[config.mk]
export PLATFORM = sky130hd
export DESIGN_NAME = ddsc_core
export DESIGN_NICKNAME = d
export VERILOG_FILES = /design/src/design/ddsc_cos_lut.v /design/src/design/ddsc_core.v
export VERILOG_INCLUDE_DIRS = /design/src /design/src/design
export SDC_FILE = /design/constraint.sdc
export NUM_CORES = 1
export LEC_CHECK = 0
export ABC_AREA = 1
export CORE_ASPECT_RATIO = 1.1
export CORE_MARGIN = 1
export CORE_UTILIZATION = 65
export DETAILED_ROUTE_END_ITERATION = 10
export DONT_BUFFER_PORTS = 1
export PLACE_DENSITY = 0.81
export SLEW_MARGIN = 30
export SYNTH_ARGS = -nofsm -noshare
export SYNTH_HDL_FRONTEND = slang
export SYNTH_SLANG_ARGS = --single-unit
[constraint.sdc]
create_clock -name mclk -period 4.7 [get_ports mclk]
set_input_delay 0.705 -clock mclk [delete_from_list [all_inputs] [get_ports mclk]]
set_output_delay 0.705 -clock mclk [all_outputs]
set_load 0.01 [all_outputs]
[src/design/ddsc_defs.vh]
// Constants for the clock divider and synthesizer core
`ifndef DDSC_DEFS_VH
`define DDSC_DEFS_VH
`define DDSC_ACC_W       48
`define DDSC_POFF_W      14
`define DDSC_DAC_W       10
`define DDSC_LUT_AW      8
`define DDSC_NPROF       8
`define DDSC_RDIV_1      2'h0
`define DDSC_RDIV_2      2'h1
`define DDSC_RDIV_4      2'h2
`define DDSC_RDIV_8      2'h3
`define DDSC_SRC_RF      2'h0
`define DDSC_SRC_RDIV    2'h1
`define DDSC_SRC_FB      2'h2
`define DDSC_DAC_MID     10'h200
`define DDSC_FTW_MAX     48'h800000000000
`define DDSC_SYNC_DIV_W  2
`endif

[src/design/ddsc_cos_lut.v]
// Cosine phase-to-amplitude table, offset binary converter code
`timescale 1ns/1ps
`default_nettype none
`include "ddsc_defs.vh"
module ddsc_cos_lut (
	// Clock
	input  wire                        mclk,
	input  wire                        nrst,
	input  wire                        ce,
	// Phase in, code out
	input  wire [`DDSC_LUT_AW+1:0]     phase,
	output reg  [`DDSC_DAC_W-1:0]      code_q
);
	reg  [`DDSC_DAC_W-2:0] rom [0:(1<<`DDSC_LUT_AW)-1];
	reg  [`DDSC_LUT_AW-1:0] idx;
	reg  [`DDSC_DAC_W-2:0]  mag;
	reg  [`DDSC_DAC_W-1:0]  code_d;
	integer i;
	integer amp;
	// Quarter wave of 511*cos, built once at elaboration
	initial begin
		for (i = 0; i < (1 << `DDSC_LUT_AW); i = i + 1) begin
			amp = $rtoi(511.0 * $cos(3.14159265358979 *
				(i + 0.5) / 512.0) + 0.5);
			rom[i] = amp[`DDSC_DAC_W-2:0];
		end
	end
	// Quadrant fold, midscale splits current equally
	always @* begin
		idx = phase[`DDSC_LUT_AW] ? ~phase[`DDSC_LUT_AW-1:0] :
			phase[`DDSC_LUT_AW-1:0];
		mag = rom[idx];
		if (phase[`DDSC_LUT_AW+1] ^ phase[`DDSC_LUT_AW])
			code_d = `DDSC_DAC_MID - {1'b0, mag} - 10'h001;
		else
			code_d = `DDSC_DAC_MID + {1'b0, mag};
	end
	always @(posedge mclk or negedge nrst) begin
		if (!nrst)
			code_q <= `DDSC_DAC_MID;
		else if (ce)
			code_q <= code_d;
	end
endmodule // ddsc_cos_lut
`default_nettype wire

[src/design/ddsc_core.v]
// Divider control, clock routing and phase accumulator synthesizer
`timescale 1ns/1ps
`default_nettype none
`include "ddsc_defs.vh"
module ddsc_core (
	// Clock and reset
	input  wire                        mclk,
	input  wire                        nrst,
	input  wire                        ce,
	// Buffered configuration
	input  wire [1:0]                  rdiv_sel,
	input  wire                        rdiv_to_driver,
	input  wire [3:0]                  ref_div_m1,
	input  wire [3:0]                  fb_div_m1,
	input  wire [2:0]                  second_control_word,
	input  wire [1:0]                  driver_src_sel,
	input  wire                        surge_rise_en,
	input  wire                        surge_fall_en,
	input  wire                        surge_dflt_dis,
	input  wire                        drv_int_rset,
	input  wire                        xtal_osc_en,
	// Profile write port
	input  wire                        prof_we,
	input  wire [2:0]                  prof_waddr,
	input  wire [`DDSC_ACC_W-1:0]      prof_ftw,
	input  wire [`DDSC_POFF_W-1:0]     prof_poff,
	// Pins
	input  wire [2:0]                  profile_select_pins,
	input  wire                        io_update,
	input  wire                        rf_clock_input,
	input  wire                        feedback_clock_input,
	input  wire                        reference_clock_input,
	// Active controls
	output reg  [1:0]                  rdiv_ratio_q,
	output reg                         rdiv_to_driver_q,
	output reg  [3:0]                  ref_div_q,
	output reg  [3:0]                  fb_div_q,
	output reg  [2:0]                  pump_scale_q,
	output reg  [1:0]                  driver_src_q,
	output reg                         surge_rise_q,
	output reg                         surge_fall_q,
	output reg                         surge_dflt_dis_q,
	output reg                         drv_int_rset_q,
	output reg                         xtal_osc_q,
	// Divided clocks
	output reg                         rf_div_clk_q,
	output reg                         ref_div_clk_q,
	output reg                         fb_div_clk_q,
	output reg                         driver_clk_q,
	output reg                         sync_clk_q,
	// Converter code
	output wire [`DDSC_DAC_W-1:0]      converter_current_output
);
	// Profile store and active copy
	reg  [`DDSC_ACC_W-1:0]  ftw_mem  [0:`DDSC_NPROF-1];
	reg  [`DDSC_POFF_W-1:0] poff_mem [0:`DDSC_NPROF-1];
	reg  [`DDSC_ACC_W-1:0]  ftw_q;
	reg  [`DDSC_POFF_W-1:0] poff_q;
	reg  [`DDSC_ACC_W-1:0]  acc_q;
	reg  [`DDSC_POFF_W-1:0] phase_q;
	reg  [`DDSC_SYNC_DIV_W-1:0] sync_cnt_q;
	reg  [2:0]              rf_cnt_q;
	reg  [3:0]              ref_cnt_q;
	reg  [3:0]              fb_cnt_q;
	reg  [1:0]              rf_s_q, fb_s_q, ref_s_q, upd_s_q;
	reg  [5:0]              sel_s_q;
	reg                     upd_pend_q;
	reg                     rf_last_q, fb_last_q, ref_last_q;
	wire                    rf_s, fb_s, ref_s, upd_s;
	wire [2:0]              sel_s;
	wire                    sync_edge;
	wire                    rf_rise, fb_rise, ref_rise;
	wire [`DDSC_ACC_W-1:0]  ftw_lim;
	reg                     rf_div_d;
	reg                     drv_d;
	integer k;
	assign rf_s  = rf_s_q[1];
	assign fb_s  = fb_s_q[1];
	assign ref_s = ref_s_q[1];
	assign upd_s = upd_s_q[1];
	assign sel_s = sel_s_q[5:3];
	assign rf_rise  = rf_s & ~rf_last_q;
	assign fb_rise  = fb_s & ~fb_last_q;
	assign ref_rise = ref_s & ~ref_last_q;
	assign sync_edge = (sync_cnt_q == 2'h3);
	// Words above half range alias, clamp to the top valid word
	assign ftw_lim = (ftw_q > `DDSC_FTW_MAX) ? `DDSC_FTW_MAX : ftw_q;

	// Pin synchronisers
	always @(posedge mclk or negedge nrst) begin
		if (!nrst) begin
			rf_s_q  <= 2'h0;
			fb_s_q  <= 2'h0;
			ref_s_q <= 2'h0;
			upd_s_q <= 2'h0;
			sel_s_q <= 6'h00;
			rf_last_q  <= 1'b0;
			fb_last_q  <= 1'b0;
			ref_last_q <= 1'b0;
		end else if (ce) begin
			rf_s_q  <= {rf_s_q[0], rf_clock_input};
			fb_s_q  <= {fb_s_q[0], feedback_clock_input};
			ref_s_q <= {ref_s_q[0], reference_clock_input};
			upd_s_q <= {upd_s_q[0], io_update};
			sel_s_q <= {sel_s_q[2:0], profile_select_pins};
			rf_last_q  <= rf_s;
			fb_last_q  <= fb_s;
			ref_last_q <= ref_s;
		end
	end

	// Profile memory writes
	always @(posedge mclk) begin
		if (ce && prof_we) begin
			ftw_mem[prof_waddr]  <= prof_ftw;
			poff_mem[prof_waddr] <= prof_poff;
		end
	end

	// Sync clock divider and update transfer
	always @(posedge mclk or negedge nrst) begin
		if (!nrst) begin
			sync_cnt_q <= 2'h0;
			sync_clk_q <= 1'b0;
			upd_pend_q <= 1'b0;
			rdiv_ratio_q     <= `DDSC_RDIV_1;
			rdiv_to_driver_q <= 1'b1;
			ref_div_q        <= 4'h0;
			fb_div_q         <= 4'h0;
			pump_scale_q     <= 3'h0;
			driver_src_q     <= `DDSC_SRC_RDIV;
			surge_rise_q     <= 1'b0;
			surge_fall_q     <= 1'b0;
			surge_dflt_dis_q <= 1'b0;
			drv_int_rset_q   <= 1'b0;
			xtal_osc_q       <= 1'b0;
		end else if (ce) begin
			sync_cnt_q <= sync_cnt_q + 2'h1;
			sync_clk_q <= sync_cnt_q[1];
			if (sync_edge) begin
				upd_pend_q <= 1'b0;
				if (upd_s || upd_pend_q) begin
					rdiv_ratio_q     <= rdiv_sel;
					rdiv_to_driver_q <= rdiv_to_driver;
					ref_div_q        <= ref_div_m1;
					fb_div_q         <= fb_div_m1;
					pump_scale_q     <= second_control_word;
					driver_src_q     <= driver_src_sel;
					surge_rise_q     <= surge_rise_en;
					surge_fall_q     <= surge_fall_en;
					surge_dflt_dis_q <= surge_dflt_dis;
					drv_int_rset_q   <= drv_int_rset;
					xtal_osc_q       <= xtal_osc_en;
				end
			end else if (upd_s) begin
				upd_pend_q <= 1'b1;
			end
		end
	end

	// Clock dividers on sampled inputs
	always @(posedge mclk or negedge nrst) begin
		if (!nrst) begin
			rf_cnt_q      <= 3'h0;
			ref_cnt_q     <= 4'h0;
			fb_cnt_q      <= 4'h0;
			rf_div_clk_q  <= 1'b0;
			ref_div_clk_q <= 1'b0;
			fb_div_clk_q  <= 1'b0;
			driver_clk_q  <= 1'b0;
		end else if (ce) begin
			if (rf_rise)
				rf_cnt_q <= rf_cnt_q + 3'h1;
			// Ratio one passes the sampled input straight on
			if (ref_div_q == 4'h0) begin
				ref_cnt_q     <= 4'h0;
				ref_div_clk_q <= ref_s;
			end else if (ref_rise) begin
				if (ref_cnt_q >= ref_div_q) begin
					ref_cnt_q     <= 4'h0;
					ref_div_clk_q <= 1'b1;
				end else begin
					ref_cnt_q     <= ref_cnt_q + 4'h1;
					ref_div_clk_q <= 1'b0;
				end
			end
			if (fb_div_q == 4'h0) begin
				fb_cnt_q     <= 4'h0;
				fb_div_clk_q <= fb_s;
			end else if (fb_rise) begin
				if (fb_cnt_q >= fb_div_q) begin
					fb_cnt_q     <= 4'h0;
					fb_div_clk_q <= 1'b1;
				end else begin
					fb_cnt_q     <= fb_cnt_q + 4'h1;
					fb_div_clk_q <= 1'b0;
				end
			end
			rf_div_clk_q <= rf_div_d;
			driver_clk_q <= drv_d;
		end
	end

	// Divider tap and driver source mux
	always @* begin
		case (rdiv_ratio_q)
		`DDSC_RDIV_2: rf_div_d = rf_cnt_q[0];
		`DDSC_RDIV_4: rf_div_d = rf_cnt_q[1];
		`DDSC_RDIV_8: rf_div_d = rf_cnt_q[2];
		default:      rf_div_d = rf_s;
		endcase
		case (driver_src_q)
		`DDSC_SRC_RF:   drv_d = rf_s;
		`DDSC_SRC_RDIV: drv_d = rdiv_to_driver_q ? rf_div_d : rf_s;
		`DDSC_SRC_FB:   drv_d = fb_s;
		default:        drv_d = 1'b0;
		endcase
	end

	// Accumulator and phase offset
	always @(posedge mclk or negedge nrst) begin
		if (!nrst) begin
			ftw_q   <= {`DDSC_ACC_W{1'b0}};
			poff_q  <= {`DDSC_POFF_W{1'b0}};
			acc_q   <= {`DDSC_ACC_W{1'b0}};
			phase_q <= {`DDSC_POFF_W{1'b0}};
		end else if (ce) begin
			if (sync_edge && (upd_s || upd_pend_q)) begin
				for (k = 0; k < `DDSC_NPROF; k = k + 1) begin
					if (sel_s == k[2:0]) begin
						ftw_q  <= ftw_mem[k];
						poff_q <= poff_mem[k];
					end
				end
			end
			acc_q <= acc_q + ftw_lim;
			phase_q <= acc_q[`DDSC_ACC_W-1:`DDSC_ACC_W-`DDSC_POFF_W]
				+ poff_q;
		end
	end

	// Cosine map, registered code every cycle
	ddsc_cos_lut u_lut (
		.mclk   (mclk),
		.nrst   (nrst),
		.ce     (ce),
		.phase  (phase_q[`DDSC_POFF_W-1:`DDSC_POFF_W-`DDSC_LUT_AW-2]),
		.code_q (converter_current_output)
	);
endmodule // ddsc_core
`default_nettype wire

==> results of run 1 <==
## synth_stat cells, types with 9 or more instances
master,instances
xor2_1,16
o21ai_0,163
o21ai_2,60
o211ai_1,9
a21boi_0,32
edfxtp_1,496
o211ai_2,60
buf_4,12
nand4_1,32
nand2_2,9
buf_2,24
a21oi_2,23
inv_1,318
mux2_2,11
nor3_1,17
nor2_1,306
dfrtp_1,184
buf_6,19
clkbuf_1,82
nand2_1,1001
a21oi_1,294
ha_1,84
o21ai_1,20
clkbuf_8,11
xnor2_1,24
nand3_1,215
a31oi_1,14
nor4_1,11
## power by group through the flow
stage / clock [mW] / sequential [mW] / combinational [mW]
after floorplan: 0 / 7.89 / 7.00
after detailed placement: 0 / 8.16 / 9.13
final: 5.44 / 8.06 / 9.36
after global placement: 0 / 8.13 / 9.08
after global routing: 5.72 / 8.15 / 10.5
after CTS: 5.51 / 8.05 / 9.21
## routing by layer
layer / vias to the layer above / wire [um] / track usage
met3: 205 / 5010 / 0.0423
li1: 12200 / - / -
met4: 0 / 3270 / 0.145
met5: - / 0 / 0
met2: 952 / 42400 / 0.555
met1: 12200 / 33000 / 0.388
## through the flow
step	worst slack [ns]	cells
finish	0.403	4311
global placement	0.371	4182
CTS	0.246	4311
detailed placement	0.311	4182
floorplan	0.192	3624
global route	0.209	4311
## critical path, delay by kind of cell, from the launching register on
kind	cells	cell delay, ns
simple gates	13	2.56
buf+inv	3	0.48
compound gates	1	0.40
flops	1	0.39
fa+ha+maj	1	0.29
## flip-flops by register name, indices dropped and copies added (netlist names), 3 cells and up
signal	cells
ftw_q	48
ftw_mem	384
u_lut.code_q	10
acc_q	48
pump_scale_q	3
poff_q	14
ref_div_q	4
phase_q	10
poff_mem	112
fb_cnt_q	4
fb_div_q	4
ref_cnt_q	4
sel_s_q	6
rf_cnt_q	3
## layout make-up
type	instances	area, um^2
multi-input combinational	2456	12800
timing repair buffer	40	413
inverter	328	1240
fill	3827	15300
tap	675	845
clock inverter	31	284
sequential	683	19600
clock buffer	98	1970
## kinds of logic (layout without fill, tap and decap cells)
family	count (synthesis)	after routing	share of synthesized area
compound gates	702	702	0.130
xor+xnor	44	44	0.0124
fa+ha+maj	85	85	0.0311
buf+inv	485	497	0.0629
flops	683	683	0.569
mux	12	12	0.00389
simple gates	1613	1613	0.191
## worst max-delay path by stage
stage                                startpoint                 endpoint  slack [ns]  depth (start not counted)
final                     ftw_q[16]$_DFFE_PN0P_    acc_q[41]$_DFFE_PN0P_        0.40                         18
after global routing      ftw_q[16]$_DFFE_PN0P_    acc_q[38]$_DFFE_PN0P_        0.21                         18
after CTS                 ftw_q[16]$_DFFE_PN0P_    acc_q[41]$_DFFE_PN0P_        0.25                         18
after detailed placement  ftw_q[16]$_DFFE_PN0P_    acc_q[41]$_DFFE_PN0P_        0.31                         18
after global placement    ftw_q[24]$_DFFE_PN0P_    acc_q[25]$_DFFE_PN0P_        0.37                         16
after floorplan                              ce  ftw_mem[1][0]$_DFFE_PP_        0.19                          4
## timing repair
action / 4_1_cts / 5_1_grt
resized for setup: 0 / 1
endpoints found under the setup margin: 0 / 5
hold endpoints to repair: 187 / 187
==> flow_metrics.py, run 1 <==
metrics = {
    "detailed_routing": {
        "vias_per_cell": 5.93,
        "ant_nets": 0,
        "drt_pre_antenna_iters": 6,
        "drc": 0,
        "drtIter0Drc": 2125,
        "wl_per_cell_um": 19.4,
        "num_vias": 25600,
        "drt-total-wl_um": 83700,
    },
    "clocking": {
        "worstSkewPairLatency_ns": 0.62,
        "clk_path_buf_depth": 3,
        "cts-root-buf": "clkbuf_16",
        "numClockSinks": 683,
        "htree_levels": 3,
        "cts_tree": "done",
        "numCtsBuffers": 70,
        "post_cts_buffers": 0,
        "clkTransAtPathRegs_ns": 0.06,
    },
    "worst_setup_path": {
        "worstSetupStartpointType": "flip-flop",
        "critPathMostFrequentCell": "nand3_1",
        "critPathSlowestCell": "nor4_2",
        "worstPathMaxFanout": 36,
        "worstReg2RegStart": "ftw_q[16]$_DFFE_PN0P_",
        "r2r_cells": 18,
        "worstSetupEndpointType": "flip-flop",
        "cp_data_arrival_time_ns": 4.80,
        "cp.required_ns": 5.21,
        "cpPeakStageDelay_ns": 0.45,
        "path_cells": "nor4_1 -> nand4_1 -> nor4_2 -> nand3_1 -> buf_4 -> a21boi_0 -> ha_1 -> nand2_1 -> nor2_1 -> inv_1 -> nor2_1 -> inv_1 -> nor3_1 -> nand3_1 -> nand3_1 -> nand2_1 -> nand3_1 -> nand2_1",
        "regToRegSetupSlack_ns": 0.40,
        "r2r_end": "acc_q[41]$_DFFE_PN0P_",
        "critical_path_class": "reg2reg",
    },
    "synth": {
        "yosys_register_bits": 683,
        "synth_edf_count": 496,
        "synthTopCellsByArea": "edfxtp_1, dfrtp_1, nand2_1, a21oi_1, inv_1",
        "yosys_warnings": 0,
        "synth_seq_area_share": 0.569,
        "netlist.area_leader.share": 0.433,
        "syn_avg_cell_area_um2": 9.50,
        "syn_nets": 3806,
        "yosysUniqueCellTypes": 58,
        "yosysTopAreaCell": "edfxtp_1",
        "async_flop_share": 0.274,
        "synth_area_um2": 34400,
        "yosys_most_used_dff": "edfxtp_1",
        "synth_cells": 3624,
    },
    "finish": {
        "fin_util": 0.709,
        "final_cell_area_um2": 37100,
        "layout_commonest_cell": "nand2_1",
        "nets": 3761,
        "final_cell_mix": "nand2_1, edfxtp_1, inv_1",
        "antenna_cells": 0,
        "syn_to_final_growth_pct": 7.86,
        "layout-drive-gt1-share": 0.0952,
    },
    "sta": {
        "hold_viol_final": 184,
        "post-route-period-util": 0.914,
        "slew_violations": 0,
        "tightest_slew_ns": 0.967,
        "fmax_mhz": 233,
        "grt_setup_unrepaired": "false",
        "finalCriticalPeriod_ns": 4.30,
        "tns_ns": 0,
        "slew_headroom": 0.356,
        "holdWs_ns": -0.186,
        "fin_worst_skew_ns": 0.0329,
        "final-setup-viol-count": 0,
    },
    "grt": {
        "grt_max_degree": 188,
        "grt_antenna_before_repair": 0,
        "grtUsageTotal": 0.316,
        "grt_pass1_wl_um": 134000,
        "grt_pass1_vias": 25400,
        "globalRouteOverflowTotal": 0,
    },
    "placed_design": {
        "placed_area_um2": 34900,
        "dpl.hpwl_um": 54700,
        "place_congestion": 0.994,
        "portBuffers": 0,
    },
    "power_and_ir_drop": {
        "p_switching_mw": 9.28,
        "powerDensity_nw_per_um2": 616,
        "ir_drop_v": 0.000554,
        "p_total_mw": 22.9,
        "clkPwrFrac": 0.238,
        "p_sw_frac": 0.406,
        "pwr-share-seq": 0.353,
        "intPower_mw": 13.6,
        "leakagePower_nw": 15.7,
        "p_comb_frac": 0.409,
    },
    "floorplan": {
        "die_w_um": 221,
        "die_area_um2": 53900,
        "start_util": 0.657,
        "io_pins": 133,
        "core_um2": 52400,
        "fp.dieH_um": 243,
        "fp-row-count": 88,
    },
    "job": {
        "maxCapViolations": 0,
    },
    "outcome": {
        "outcome": "finished, violations left",
        "violations": "negative hold slack",
    },
    "min_path": {
        "hp-class": "in2async",
    },
}
No activity file was read; power rests on OpenSTA's default activity.
==> inputs of run 2 (changes only) <==
--- a/config.mk
+++ b/config.mk
@@ -9,10 +9,11 @@
 export ABC_AREA = 1
 export CORE_ASPECT_RATIO = 1.1
 export CORE_MARGIN = 1
-export CORE_UTILIZATION = 65
+export CORE_UTILIZATION = 58
+export CTS_CLUSTER_SIZE = 12
 export DETAILED_ROUTE_END_ITERATION = 10
 export DONT_BUFFER_PORTS = 1
-export PLACE_DENSITY = 0.81
+export PLACE_DENSITY = 0.76
 export SLEW_MARGIN = 30
 export SYNTH_ARGS = -nofsm -noshare
 export SYNTH_HDL_FRONTEND = slang
==> constraint.sdc (replaced) <==
create_clock -name mclk -period 3.85 [get_ports mclk]
set_input_delay 0.5775 -clock mclk [delete_from_list [all_inputs] [get_ports mclk]]
set_output_delay 0.5775 -clock mclk [all_outputs]
set_load 0.01 [all_outputs]
==> flow_metrics.py, run 2 (same netlist as run 1, synthesis figures left out) <==
metrics = {
    "outcome": {
        "outcome": "finished, violations left",
        "violations": "negative hold slack",
    },
    "detailed_routing": {
        "ant_nets": 0,
        "num_vias": 25700,
        "drtIter0Drc": 1903,
        "drt-total-wl_um": 82800,
        "wl_per_cell_um": 18.2,
        "drc": 0,
        "vias_per_cell": 5.66,
        "drt_pre_antenna_iters": 5,
    },
    "sta": {
        "fmax_mhz": 274,
        "tightest_slew_ns": 0.998,
        "fin_worst_skew_ns": 0.0212,
        "finalCriticalPeriod_ns": 3.66,
        "final-setup-viol-count": 0,
        "post-route-period-util": 0.949,
        "holdWs_ns": -0.319,
        "slew_violations": 0,
        "grt_setup_unrepaired": "true",
        "worst_slack_ns": 0.194,
        "slew_headroom": 0.334,
        "hold_viol_final": 187,
    },
    "finish": {
        "final_cell_area_um2": 38600,
        "layout_commonest_cell": "nand2_1",
        "reg_top3": "ftw_mem x384, poff_mem x112",
        "final_cell_mix": "nand2_1, edfxtp_1, inv_1",
        "largest_register_ffs": 384,
        "syn_to_final_growth_pct": 12.1,
        "layout-drive-gt1-share": 0.137,
        "fin_util": 0.658,
        "regMostFlops": "ftw_mem",
        "nets": 3912,
        "antenna_cells": 0,
    },
    "worst_setup_path": {
        "critical_path_class": "reg2reg",
        "critPathSlowestCell": "dfrtp_1",
        "path_buf_inv": 6,
        "worstSetupStartpointType": "flip-flop",
        "cp_top_family": "simple AND/OR/NAND/NOR gates",
        "worstPathMaxFanout": 35,
        "path_cells": "nor4_2 -> buf_4 -> nand2_1 -> nor4_2 -> buf_4 -> nand3_1 -> buf_6 -> a21boi_1 -> ha_1 -> nand2_1 -> nor2_1 -> inv_1 -> nor2_2 -> inv_1 -> nor3_2 -> buf_4 -> nand3_1 -> nand3_1 -> nand2_1 -> nand3_1 -> nand2_1",
        "cpPeakStageDelay_ns": 0.40,
        "worstSetupEndpointType": "flip-flop",
        "cp_data_arrival_time_ns": 4.18,
        "cp.required_ns": 4.37,
    },
    "grt": {
        "grtUsageTotal": 0.280,
        "globalRouteOverflowTotal": 0,
        "grt_antenna_before_repair": 0,
        "grt_max_degree": 188,
        "grt_pass1_vias": 25700,
        "grt_pass1_wl_um": 134000,
    },
    "power_and_ir_drop": {
        "ir_drop_v": 0.000471,
        "leakagePower_nw": 16.4,
        "p_total_mw": 29.1,
        "powerDensity_nw_per_um2": 755,
    },
    "clocking": {
        "htree_levels": 3,
        "numClockSinks": 683,
        "worstSkewPairLatency_ns": 0.63,
        "cts_tree": "done",
        "cts-root-buf": "clkbuf_16",
        "numCtsBuffers": 73,
        "clkTransAtPathRegs_ns": 0.06,
        "clk_path_buf_depth": 3,
    },
    "placed_design": {
        "placed_area_um2": 36100,
        "dpl.hpwl_um": 56500,
        "place_congestion": 1.01,
        "portBuffers": 0,
        "dpl_worst_slack_ns": -0.152,
    },
    "floorplan": {
        "fp.dieH_um": 258,
        "fp-row-count": 93,
        "die_w_um": 234,
        "io_pins": 133,
        "start_util": 0.587,
        "die_area_um2": 60300,
        "core_um2": 58600,
    },
    "job": {
        "maxCapViolations": 0,
    },
    "min_path": {
        "hp-class": "in2async",
    },
}
-- run 2: what timing repair did --
action,CTS,global route
gates resized for setup,13,44
pin swaps,0,2
endpoints found under the hold margin,187,187
setup endpoints to repair,19,34
setup buffers,0,3
-- run 2: per-stage QoR --
stage / setup TNS, ns / std cells
3_3_place_gp: -1.02 / 4410
5_1_grt: -0.146 / 4543
6_report: 0 / 4543
4_1_cts: 0 / 4539
2_1_floorplan: -262.32 / 3624
3_5_place_dp: -1.11 / 4411
-- run 2: layout make-up --
cell class / instances / area, um^2
multi-input cells: 2456 / 12900
clock inverters: 20 / 256
repair buffers: 188 / 1630
well taps: 760 / 951
flip-flops and latches: 683 / 19600
inverters: 328 / 1240
fillers: 4570 / 20100
clock buffers: 108 / 2020
-- run 2: where the power goes --
| part | internal, mW | switching (mW) |
|---|---|---|
| logic | 4.74 | 7.91 |
| registers | 8.91 | 0.907 |
| clock network | 3.81 | 2.86 |
-- run 2: final timing paths --
kind	from	endpoint	slack (ns)	cells past startpoint
worst min-delay path	nrst	u_lut.code_q[6]$_DFFE_PN0P_	-0.32	0
worst min register to register	ref_last_q$_DFFE_PN0P_	ref_last_q$_DFFE_PN0P_	0.47	2
worst max-delay path	ftw_q[36]$_DFFE_PN0P_	acc_q[41]$_DFFE_PN0P_	0.19	21
min in group mclk	prof_ftw[29]	ftw_mem[0][29]$_DFFE_PP_	0.04	0
worst max register to register	ftw_q[36]$_DFFE_PN0P_	acc_q[41]$_DFFE_PN0P_	0.19	21
max in group asynchronous	nrst	sync_clk_q$_DFFE_PN0P_	3.60	0
-- run 2: per-layer routing --
| metal | track usage | wire length (um) |
|---|---|---|
| met1 | 0.368 | 35200 |
| met5 | 0 | 0 |
| met4 | 0.105 | 2590 |
| met3 | 0.0348 | 4030 |
| met2 | 0.476 | 41000 |
